**src/prc_pkg.sv**
```systemverilog
//----------------------------------------------------------------------
// Purpose: Shared constants and types for the page-mode ROM read controller.
// Assumes: 100 MHz system clock, 10 ns period.
// Notes:   Times are kept in their own unit; cycle counts derive from them.
//----------------------------------------------------------------------
package prc_pkg;

  localparam int unsigned CLK_PERIOD_NS = 10;

  // ----------------------------------------------------------------------
  // Device timing
  // ----------------------------------------------------------------------
  localparam int unsigned RANDOM_READ_DELAY_NS = 105;
  localparam int unsigned IN_PAGE_DELAY_NS     = 25;
  localparam int unsigned OUT_DISABLE_NS       = 20;
  localparam int unsigned POWER_ON_WAIT_US     = 1000;
  localparam int unsigned POWER_OFF_WAIT_US    = 1000;

  // Least times round up to whole cycles; one cycle of margin is added to the two read delays for the sampling flops.
  localparam int unsigned RANDOM_READ_CYC = (RANDOM_READ_DELAY_NS + CLK_PERIOD_NS - 1) / CLK_PERIOD_NS + 1;
  localparam int unsigned IN_PAGE_CYC     = (IN_PAGE_DELAY_NS + CLK_PERIOD_NS - 1) / CLK_PERIOD_NS + 1;
  localparam int unsigned OUT_DISABLE_CYC = (OUT_DISABLE_NS + CLK_PERIOD_NS - 1) / CLK_PERIOD_NS;
  localparam int unsigned POWER_ON_CYC    = (POWER_ON_WAIT_US * 1000 + CLK_PERIOD_NS - 1) / CLK_PERIOD_NS;
  localparam int unsigned POWER_OFF_CYC   = (POWER_OFF_WAIT_US * 1000 + CLK_PERIOD_NS - 1) / CLK_PERIOD_NS;

  // ----------------------------------------------------------------------
  // Organisation
  // ----------------------------------------------------------------------
  localparam int unsigned WORD_ADDR_W  = 25;
  localparam int unsigned BYTE_ADDR_W  = 26;
  localparam int unsigned DATA_W       = 16;
  localparam int unsigned WORD_PAGE_W  = 3;
  localparam int unsigned BYTE_PAGE_W  = 4;
  localparam int unsigned BYTE_W       = 8;
  localparam int unsigned TOP_DATA_BIT = 15;

  // Read request from the user side; byte_mode selects 8-bit organisation.
  typedef struct packed {
    logic [BYTE_ADDR_W-1:0] addr;
    logic                   byte_mode;
  } prc_req_t;

  // Pins driven toward the device.
  typedef struct packed {
    logic [WORD_ADDR_W-1:0] addr;
    logic                   chip_sel_b;
    logic                   out_gate_b;
    logic                   width_sel_b;
    logic                   top_data_pin;
    logic                   top_data_pin_oe;
  } prc_pins_t;

  typedef enum logic [2:0] {
    PRC_POWER_ON,
    PRC_IDLE,
    PRC_RANDOM,
    PRC_PAGE,
    PRC_POWER_OFF,
    PRC_OFF_WAIT
  } prc_state_t;

endpackage : prc_pkg

```
**src/prc_rom_ctrl.sv**
```systemverilog
//----------------------------------------------------------------------
// Purpose: Host controller reading a page-mode ROM in word or byte organisation.
// Assumes: One request at a time; data pins are sampled through two flops.
// Notes:   Reads in the same page and organisation as the last read since power on use the short in-page wait.
//----------------------------------------------------------------------
`timescale 1ns/100ps
module prc_rom_ctrl #(
  parameter int unsigned POWER_ON_CYCLES  = prc_pkg::POWER_ON_CYC,
  parameter int unsigned POWER_OFF_CYCLES = prc_pkg::POWER_OFF_CYC
) (
  input  wire logic                        sys_clk_in,     // System clock, 100 MHz.
  input  wire logic                        rst_b_in,       // Asynchronous reset, active low.
  input  wire logic                        req_valid_in,   // Read request.
  input  wire prc_pkg::prc_req_t           req_in,         // Request address and width.
  output logic                             req_ready_out,  // Ready to take a request.
  output logic                             rd_valid_out,   // Read data pulse.
  output logic [prc_pkg::DATA_W-1:0]       rd_data_out,    // Read data.
  input  wire logic                        pwr_off_in,     // Request to remove device supply.
  output logic                             pwr_en_out,     // Device supply enable.
  output prc_pkg::prc_pins_t               pins_out,       // Address and controls to device.
  input  wire logic [prc_pkg::DATA_W-1:0]  data_pins_in    // Device data pins.
);

  localparam int unsigned TW = 24;

  // ----------------------------------------------------------------------
  // State
  // ----------------------------------------------------------------------
  prc_pkg::prc_state_t                  state_ff;
  prc_pkg::prc_state_t                  nxt_state;
  prc_pkg::prc_pins_t                   pins_ff;
  logic [prc_pkg::DATA_W-1:0]           sync1_ff;
  logic [prc_pkg::DATA_W-1:0]           sync2_ff;
  logic                                 ready_ff;
  logic                                 rd_valid_ff;
  logic [prc_pkg::DATA_W-1:0]           rd_data_ff;
  logic                                 pwr_en_ff;
  logic                                 page_ok_ff;
  logic                                 last_byte_ff;
  logic [prc_pkg::BYTE_ADDR_W-1:0]      last_addr_ff;
  logic                                 tmr_load;
  logic [TW-1:0]                        tmr_count;
  logic                                 tmr_done;
  logic                                 take;
  logic                                 in_page;
  logic                                 boot_ff;

  // Compares page numbers of two addresses for the chosen organisation.
  function automatic logic same_page(input logic [prc_pkg::BYTE_ADDR_W-1:0] a,
                                     input logic [prc_pkg::BYTE_ADDR_W-1:0] b,
                                     input logic                            byte_mode);
    if (byte_mode) begin
      same_page = (a[prc_pkg::BYTE_ADDR_W-1:prc_pkg::BYTE_PAGE_W] ==
                   b[prc_pkg::BYTE_ADDR_W-1:prc_pkg::BYTE_PAGE_W]);
    end else begin
      same_page = (a[prc_pkg::WORD_ADDR_W-1:prc_pkg::WORD_PAGE_W] ==
                   b[prc_pkg::WORD_ADDR_W-1:prc_pkg::WORD_PAGE_W]);
    end
  endfunction : same_page

  assign take    = req_valid_in && ready_ff;
  assign in_page = page_ok_ff && (last_byte_ff == req_in.byte_mode) &&
                   same_page(req_in.addr, last_addr_ff, req_in.byte_mode);

  prc_timer #(
    .W (TW)
  ) u_timer (
    .sys_clk_in (sys_clk_in),
    .rst_b_in   (rst_b_in),
    .load_in    (tmr_load),
    .count_in   (tmr_count),
    .done_out   (tmr_done)
  );

  // ----------------------------------------------------------------------
  // Sequencing
  // ----------------------------------------------------------------------
  always_comb begin
    nxt_state = state_ff;
    tmr_load  = 1'b0;
    tmr_count = '0;
    unique case (state_ff)
      prc_pkg::PRC_POWER_ON: begin
        if (boot_ff) begin
          tmr_load  = 1'b1;
          tmr_count = TW'(POWER_ON_CYCLES);
        end else if (tmr_done) begin
          nxt_state = prc_pkg::PRC_IDLE;
        end
      end
      prc_pkg::PRC_IDLE: begin
        if (pwr_off_in) begin
          nxt_state = prc_pkg::PRC_POWER_OFF;
          tmr_load  = 1'b1;
          tmr_count = TW'(prc_pkg::OUT_DISABLE_CYC);
        end else if (take && in_page) begin
          nxt_state = prc_pkg::PRC_PAGE;
          tmr_load  = 1'b1;
          tmr_count = TW'(prc_pkg::IN_PAGE_CYC);
        end else if (take) begin
          nxt_state = prc_pkg::PRC_RANDOM;
          tmr_load  = 1'b1;
          tmr_count = TW'(prc_pkg::RANDOM_READ_CYC);
        end
      end
      prc_pkg::PRC_RANDOM, prc_pkg::PRC_PAGE: begin
        if (tmr_done) begin
          nxt_state = prc_pkg::PRC_IDLE;
        end
      end
      prc_pkg::PRC_POWER_OFF: begin
        if (tmr_done) begin
          nxt_state = prc_pkg::PRC_OFF_WAIT;
          tmr_load  = 1'b1;
          tmr_count = TW'(POWER_OFF_CYCLES);
        end
      end
      prc_pkg::PRC_OFF_WAIT: begin
        if (tmr_done && !pwr_off_in) begin
          nxt_state = prc_pkg::PRC_POWER_ON;
          tmr_load  = 1'b1;
          tmr_count = TW'(POWER_ON_CYCLES);
        end
      end
      default: begin
        nxt_state = prc_pkg::PRC_IDLE;
      end
    endcase
  end

  // The timer resets to zero, so the power-on wait is loaded while boot_ff is set.

  always_ff @(posedge sys_clk_in or negedge rst_b_in) begin
    if (!rst_b_in) begin
      boot_ff <= 1'b1;
    end else begin
      boot_ff <= 1'b0;
    end
  end

  always_ff @(posedge sys_clk_in or negedge rst_b_in) begin
    if (!rst_b_in) begin
      state_ff <= prc_pkg::PRC_POWER_ON;
    end else if (boot_ff) begin
      state_ff <= prc_pkg::PRC_POWER_ON;
    end else begin
      state_ff <= nxt_state;
    end
  end

  // ----------------------------------------------------------------------
  // Device pins
  // ----------------------------------------------------------------------
  always_ff @(posedge sys_clk_in or negedge rst_b_in) begin
    if (!rst_b_in) begin
      pins_ff            <= '0;
      pins_ff.chip_sel_b <= 1'b1;
      pins_ff.out_gate_b <= 1'b1;
      pins_ff.width_sel_b <= 1'b1;
    end else if (take && state_ff == prc_pkg::PRC_IDLE && !pwr_off_in) begin
      pins_ff.addr            <= req_in.byte_mode ? req_in.addr[prc_pkg::BYTE_ADDR_W-1:1]
                                                   : req_in.addr[prc_pkg::WORD_ADDR_W-1:0];
      pins_ff.width_sel_b     <= !req_in.byte_mode;
      pins_ff.top_data_pin    <= req_in.addr[0];
      pins_ff.top_data_pin_oe <= req_in.byte_mode;
      pins_ff.chip_sel_b      <= 1'b0;
      pins_ff.out_gate_b      <= 1'b0;
    end else if (state_ff == prc_pkg::PRC_POWER_ON || nxt_state == prc_pkg::PRC_POWER_OFF ||
                 state_ff == prc_pkg::PRC_POWER_OFF || state_ff == prc_pkg::PRC_OFF_WAIT) begin
      pins_ff.chip_sel_b      <= 1'b1;
      pins_ff.out_gate_b      <= 1'b1;
      pins_ff.top_data_pin_oe <= 1'b0;
    end
  end

  always_ff @(posedge sys_clk_in or negedge rst_b_in) begin
    if (!rst_b_in) begin
      pwr_en_ff <= 1'b0;
    end else if (state_ff == prc_pkg::PRC_OFF_WAIT || state_ff == prc_pkg::PRC_POWER_OFF) begin
      pwr_en_ff <= 1'b0;
    end else begin
      pwr_en_ff <= 1'b1;
    end
  end

  // ----------------------------------------------------------------------
  // Page tracking
  // ----------------------------------------------------------------------
  always_ff @(posedge sys_clk_in or negedge rst_b_in) begin
    if (!rst_b_in) begin
      page_ok_ff   <= 1'b0;
      last_addr_ff <= '0;
      last_byte_ff <= 1'b0;
    end else if (state_ff != prc_pkg::PRC_IDLE && state_ff != prc_pkg::PRC_RANDOM &&
                 state_ff != prc_pkg::PRC_PAGE) begin
      page_ok_ff <= 1'b0;
    end else if (take && !pwr_off_in) begin
      page_ok_ff   <= 1'b1;
      last_addr_ff <= req_in.addr;
      last_byte_ff <= req_in.byte_mode;
    end
  end

  // ----------------------------------------------------------------------
  // Data capture
  // ----------------------------------------------------------------------
  always_ff @(posedge sys_clk_in or negedge rst_b_in) begin
    if (!rst_b_in) begin
      sync1_ff <= '0;
      sync2_ff <= '0;
    end else begin
      sync1_ff <= data_pins_in;
      sync2_ff <= sync1_ff;
    end
  end

  always_ff @(posedge sys_clk_in or negedge rst_b_in) begin
    if (!rst_b_in) begin
      rd_valid_ff <= 1'b0;
      rd_data_ff  <= '0;
    end else if ((state_ff == prc_pkg::PRC_RANDOM || state_ff == prc_pkg::PRC_PAGE) && tmr_done) begin
      rd_valid_ff <= 1'b1;
      if (last_byte_ff) begin
        rd_data_ff <= {{(prc_pkg::DATA_W-prc_pkg::BYTE_W){1'b0}}, sync2_ff[prc_pkg::BYTE_W-1:0]};
      end else begin
        rd_data_ff <= sync2_ff;
      end
    end else begin
      rd_valid_ff <= 1'b0;
    end
  end

  always_ff @(posedge sys_clk_in or negedge rst_b_in) begin
    if (!rst_b_in) begin
      ready_ff <= 1'b0;
    end else begin
      ready_ff <= (nxt_state == prc_pkg::PRC_IDLE) && !boot_ff && !take;
    end
  end

  assign req_ready_out = ready_ff;
  assign rd_valid_out  = rd_valid_ff;
  assign rd_data_out   = rd_data_ff;
  assign pwr_en_out    = pwr_en_ff;
  assign pins_out      = pins_ff;

endmodule : prc_rom_ctrl

```
**src/prc_timer.sv**
```systemverilog
//----------------------------------------------------------------------
// Purpose: Down-counting wait timer for the ROM read controller.
// Assumes: Load wins over counting down.
// Notes:   done_out is high while the count is zero.
//----------------------------------------------------------------------
`timescale 1ns/100ps
module prc_timer #(
  parameter int unsigned W = 20
) (
  input  wire logic         sys_clk_in,  // System clock.
  input  wire logic         rst_b_in,    // Asynchronous reset, active low.
  input  wire logic         load_in,     // Load a new count.
  input  wire logic [W-1:0] count_in,    // Count to load.
  output logic              done_out     // Count has reached zero.
);

  logic [W-1:0] cnt_ff;

  always_ff @(posedge sys_clk_in or negedge rst_b_in) begin
    if (!rst_b_in) begin
      cnt_ff <= '0;
    end else if (load_in) begin
      cnt_ff <= count_in;
    end else if (cnt_ff != '0) begin
      cnt_ff <= cnt_ff - W'(1);
    end
  end

  assign done_out = (cnt_ff == '0);

endmodule : prc_timer

```
**config.mk**
```make
export PLATFORM = sky130hd
export DESIGN_NAME = prc_rom_ctrl
export DESIGN_NICKNAME = d
export VERILOG_FILES = /design/src/prc_pkg.sv /design/src/prc_rom_ctrl.sv /design/src/prc_timer.sv
export SDC_FILE = /design/constraint.sdc
export NUM_CORES = 1
export LEC_CHECK = 0
export BUFFER_PORTS_ARGS = -buffer_cell sky130_fd_sc_hd__buf_4
export CAP_MARGIN = 20
export CORE_ASPECT_RATIO = 1.2
export CORE_MARGIN = 4
export CORE_UTILIZATION = 39
export DETAILED_ROUTE_END_ITERATION = 10
export SETUP_SLACK_MARGIN = 0.4
export SLEW_MARGIN = 20
export SYNTH_ARGS = -nofsm -noshare
export SYNTH_HDL_FRONTEND = slang
export SYNTH_HIERARCHICAL = 1
export SYNTH_SLANG_ARGS = --single-unit
```
**constraint.sdc**
```tcl
create_clock -name sys_clk_in -period 4 [get_ports sys_clk_in]
set_input_delay 0.6 -clock sys_clk_in [delete_from_list [all_inputs] [get_ports sys_clk_in]]
set_output_delay 0.6 -clock sys_clk_in [all_outputs]
set_load 0.02 [all_outputs]
```
==> Yosys cells after proc, flatten, opt, wreduce, memory -nomap -nowiden <==
Index checks and enable logic that the tools add are counted.
{ "totals": {"ff_bits": 137, "inputBits": 47, "output_inout_bits": 49} }
{ "op_classes": {"add_sub_neg": 1, "eq_ne": 13, "n_mux": 36, "bitwise": 1, "n_reduce_logical": 30} }
{ "ops": {"columns": ["op", "n"], "rows": [
  ["17-bit one-hot mux with 4 select lines", 1],
  ["17-bit 2-to-1 mux", 3],
  ["24-bit 2-to-1 mux", 2],
  ["22-bit equality test", 2],
  ["25-bit 2-to-1 mux", 1],
  ["24-bit logical NOT", 1],
  ["3-bit 2-to-1 mux", 8],
  ["24-bit nonzero test", 1],
  ["24-bit by 1-bit subtractor with 24-bit output, second input constant", 1],
  ["16-bit 2-to-1 mux", 1],
  ["3-bit one-hot mux with 5 select lines", 1],
  ["1-bit logical AND", 13],
  ["1-bit 2-to-1 mux", 13],
  ["4-bit 2-to-1 mux", 3],
  ["3-bit equality test, second input constant", 3],
  ["3-bit by 1-bit equality test with 1-bit output, second input constant", 2],
  ["3-bit by 2-bit equality test with 1-bit output, second input constant", 2],
  ["3-bit by 2-bit != test with 1-bit output, second input constant", 2],
  ["2-bit nonzero test", 3],
  ["1-bit logical OR", 5],
  ["1-bit logical NOT", 4],
  ["2-bit 2-to-1 mux", 2],
  ["1-bit one-hot mux with 4 select lines", 1],
  ["3-bit logical NOT", 1],
  ["5 further kinds", 5]
]} }

==> Logic depth before layout (Yosys ltp) <==
{ "depth": {"word_depth": 13, "depth_mapped": 12, "depth_no_buf": 11} }

==> Cells and area by module <==
The synthesis kept the hierarchy.
{ "by_module_without_submodules": {"columns": ["mod", "instances", "cells_each", "area_per_inst_um2"], "rows": [
  ["prc_rom_ctrl", 1, 347, 4449.3],
  ["prc_timer", 1, 147, 1451.4]
]} }

==> Worst setup path before layout <==
OpenSTA, ideal clock, no wires.
{ "synth_path": {"path_type": "flip-flop to flip-flop", "startpoint": "reg u_timer.cnt_ff[0]", "endpoint": "reg u_timer.cnt_ff[2]", "setup_ns": 0.079, "arrival_time_ns": 2.753, "t_required_ns": 3.921, "slack_ns": 1.167, "stages_incl_launch_ff": 13, "path_buffers": 2, "synth_period_minus_slack_ns": 2.833, "cell_sequence": "dfrtp_1 -> inv_1 -> ha_1 -> or4b_2 -> nor4_4 -> nand2_1 -> inv_1 -> a32oi_1 -> o21ai_0 -> clkbuf_1 -> clkbuf_1 -> a21oi_1 -> a2bb2oi_1"} }
{ "synth_between": {"elab_chain_len": 5, "word_cells_on_any_way": 10, "cone_classes": "1 x add/sub; 5 x mux; 4 x reduce/logical"} }
{ "synth_lines": {"columns": ["item", "line_no", "rtl"], "rows": [
  ["start: declaration", "prc_timer.sv:17", "logic [W-1:0] cnt_ff;"],
  ["start signal: assignment", "prc_timer.sv:23", "cnt_ff <= count_in;"],
  ["start signal: assignment", "prc_timer.sv:25", "cnt_ff <= cnt_ff - W'(1);"],
  ["24-bit logical NOT (*)", "prc_timer.sv:29", "assign done_out = (cnt_ff == '0);"],
  ["via tmr_done", "prc_rom_ctrl.sv:43", "logic tmr_done;"],
  ["1-bit logical AND", "prc_rom_ctrl.sv:119", "if (tmr_done && !pwr_off_in) begin"],
  ["1-bit 2-to-1 mux", "prc_rom_ctrl.sv:119", null],
  ["1-bit one-hot mux with 4 select lines (*)", "prc_rom_ctrl.sv:82", "unique case (state_ff)"],
  ["via tmr_load", "prc_rom_ctrl.sv:41", "logic tmr_load;"],
  ["24-bit 2-to-1 mux or 2-bit nonzero test (tied branches)", null, null]
]} }
The timed path passes the listed nets; every way through them passes the cells marked *. The select of a mux whose other input is x is not followed.
A chain may end at the register's enable or synchronous reset.

==> Final worst setup path <==
{ "layout_path": {"startpoint": "reg u_timer.cnt_ff[0]", "endpoint": "reg u_timer.cnt_ff[7]"} }
The elaborated chain is that of the path after synthesis.

==> impl_results.md <==
* Vias after detailed routing at 3969
* Peak supply drop at 0.2167 mV
* Crit path time final at 3.192 ns
* Met3 WL post-DR at 546 um
* Hold depth at 1
* Commonest non-fill, non-tap cell in the layout: dfrtp_1
* Clk_skew at 0.01237 ns
* Routed WL per cell at 15.04 um
* Clk Latency, worst-skew pair at 0.42 ns
* Register area share after synthesis at 56.47%
* Fill count at 1339
* Synth-to-layout area growth at 25.53%
* Lkg Pwr at 0.003454 uW
* CP startpoint kind: flop
* Combinational power share at 8.0%
* Final hold viol count at 0
* Global placement routability congestion at 0.8107
* CP max FO at 22
* Layout cells sized above 1 at 32.31%
* Post-cts resize count at 0
* Pins Over Slew Limit at 0
* Number of routed nets with antenna violations at 0
* Setup TNS at 0 ns
* Residual DRC at 0
* Initial Util at 39.61%
* Power Density at 436.3 nW/um^2
* Hpwl dp at 8665 um
* Endpoints failing setup at 0
* Commonest cells after routing, fill and taps aside: dfrtp_1, buf_4, nand2_1, mux2_2, o21ai_0
* Total global-route track usage at 15.20%
* Die width at 120.3 um
* Synthesized area at 5901 um^2
* Antenna violations before repair at 0
* Port bufs at 95
* Crit path kind: flop to flop
* Relative slew slack at 38.26%
* Root Driver: clkbuf_16
* Vias in the first global route at 4210
* Crit path required time at 4.30 ns
* Post-route cell area at 7407 um^2
* Antenna diodes at 0
* Place WS at 0.8355 ns
* Core region area at 14900 um^2
* IO Pins at 96
* Largest net degree at the start of global routing at 105
* Status: complete, no violations
* Max_cap viols at 0
* Final nets at 652
* Setup WS post-layout at 0.8075 ns
* Hold crit path type: primary input to flop
* Crit. End Element: flop
* Total CTS buffers at 17
* Die ar. at 17170 um^2
* GRT Residual Overflow at 0
* Met1 wire length at 5035 um
* Final Util at 49.72%
* Setup Fix Bufs, Post-CTS at 0
* Reg power frac at 44.8%
* Placed Area at 6803 um^2
* Max clock buf depth at 2
* Post-DR vias/cell at 4.840
* CTS tree: done
* First-pass GRT wire length at 20690 um
* 1st-iter DRT viols at 135
* DRT Pass-1 Iters at 4
* Period utilisation layout at 79.81%
* H-Tree Depth at 4
* Total number of yosys warnings at 6
* Total wire length at 12330 um
* Hold-fix buffers at CTS at 0
* CP arrival at 3.49 ns
* Fmax at 313.2 MHz
* Seq cells post-synth at 133
* Sw frac at 24.94%
* RSZ-0062 raised after global routing: false
* Least-Margin Pin Slew at 0.9261 ns
* Psw at 806.1 uW
* Main synth FF type: dfrtp_1
* Synth unique cells at 59
* Site row count at 49
* Syn Area/Cell at 11.94 um^2
* Clk pin slew, worst setup/hold paths at 0.06 ns
* Async SR Flop Fraction at 100.0%
* Clock Power Share at 47.2%
* Number of synthesized flops with an enable pin at 0
* Cell internal pwr at 2426 uW
* Die Y-Extent at 142.7 um
* Gate count of the mapped netlist at 494
* Met2 layer wire length in the routed design at 6597 um
* Max Used Layer: met4
* Worst r2r path cells at 11
* Clock net sink count at 133
==> kinds of logic (layout without fill, tap and decap cells) <==
kind of cell / after synthesis / count (layout) / synth area share [%]
AOI/OAI and AO/OA: 86 / 86 / 9.712
and+or+nand+nor: 135 / 135 / 12.64
buffers and inverters: 35 / 142 / 3.520
adders and majority gates: 2 / 2 / 0.4240
DFF: 133 / 133 / 56.47
muxes: 61 / 61 / 11.09
xor gates and xnor gates: 41 / 41 / 6.086
other: 1 / 16 / 0.06355
==> worst max-delay path, cell delays in order (launching register included) <==
cell and delay [ns]:
dfrtp_1 0.40, inv_1 0.13, ha_1 0.15, or4b_2 0.67, nor4_4 0.27, nand2_1 0.15
inv_1 0.22, a32oi_1 0.17, o21ai_2 0.16, buf_4 0.26, inv_1 0.18, mux2_2 0.31
==> routing by layer <==
layer,vias to the layer above,global-route usage [%]
met3,15,4.358
met5,-,0
met2,71,26.58
li1,1935,-
met1,1948,18.03
met4,0,5.191
==> cell usage after synthesis (all sizes together) (2+ instances only) <==
cell | count | area [um^2]
or4b | 2 | 23.77
xnor2 | 33 | 289.0
o41ai | 2 | 17.52
a21oi | 8 | 43.79
dfstp | 3 | 78.83
nand2b | 11 | 76.32
o21ai | 47 | 276.5
nand4 | 7 | 43.79
a2111oi | 2 | 17.52
nand3b | 2 | 15.01
or2 | 3 | 21.27
a31oi | 3 | 18.77
clkbuf | 12 | 75.07
nand2 | 61 | 229.0
o31ai | 6 | 50.05
a22o | 6 | 52.55
nor2 | 16 | 60.06
xor2 | 8 | 70.07
mux2i | 26 | 260.3
o21bai | 2 | 15.01
mux2 | 35 | 394.1
nor4 | 9 | 107.6
or4 | 6 | 52.55
and2 | 3 | 18.77
inv | 9 | 33.78
buf | 14 | 98.84
ha | 2 | 25.02
dfrtp | 130 | 3253
nor3 | 9 | 50.05
o31a | 2 | 17.52
==> per-stage QoR <==
stage / hold WS [ns] / std cells / power [uW]
global route: 0.2621 / 820 / 3369
global placement: 0.3327 / 787 / 1723
finish: 0.2877 / 820 / 3232
detailed placement: 0.3347 / 787 / 1734
floorplan: 0.3044 / 509 / 1608
CTS: 0.2650 / 819 / 3277
==> power by group through the flow <==
stage | sequential (uW) | combinational [uW] | clock (uW)
after global placement | 1470 | 256 | 0
after floorplan | 1470 | 142 | 0
after global routing | 1450 | 290 | 1630
after CTS | 1450 | 265 | 1570
final | 1450 | 259 | 1530
after detailed placement | 1470 | 264 | 0
==> worst paths after layout <==
path / startpoint / end / slack [ns]
max: u_timer/cnt_ff[0] / u_timer/cnt_ff[7] / 0.81
min: data_pins_in[7] / sync1_ff[7] / 0.29
max reg2reg: u_timer/cnt_ff[0] / u_timer/cnt_ff[7] / 0.81
min reg2reg: sync1_ff[0] / sync2_ff[0] / 0.34
max in group asynchronous: rst_b_in / page_ok_ff / 2.90
min in group asynchronous: rst_b_in / u_timer/cnt_ff[22] / 0.30
==> registers in the layout, summed over array words and instances, names as in the netlist <==
register        count
boot_ff             1
pwr_en_out          1
last_addr_ff       23
req_ready_out       1
pins_out           29
sync1_ff           16
last_byte_ff        1
u_timer/cnt_ff     24
rd_data_out        16
page_ok_ff          1
rd_valid_out        1
state_ff            3
sync2_ff           16
==> area by class of cell <==
cell class                 instances  area [um^2]  share of cell area, %
clock buffer                      19        452.9                  6.115
timing repair buffer             101        769.5                  10.39
tap                              204        255.2                  3.446
multi-input combinational        341         2427                  32.77
sequential                       133         3332                  44.98
inverter                           9        33.78                 0.4561
clock inverter                    13        136.4                  1.841
Note: power is estimated with default switching activity, not from simulation.
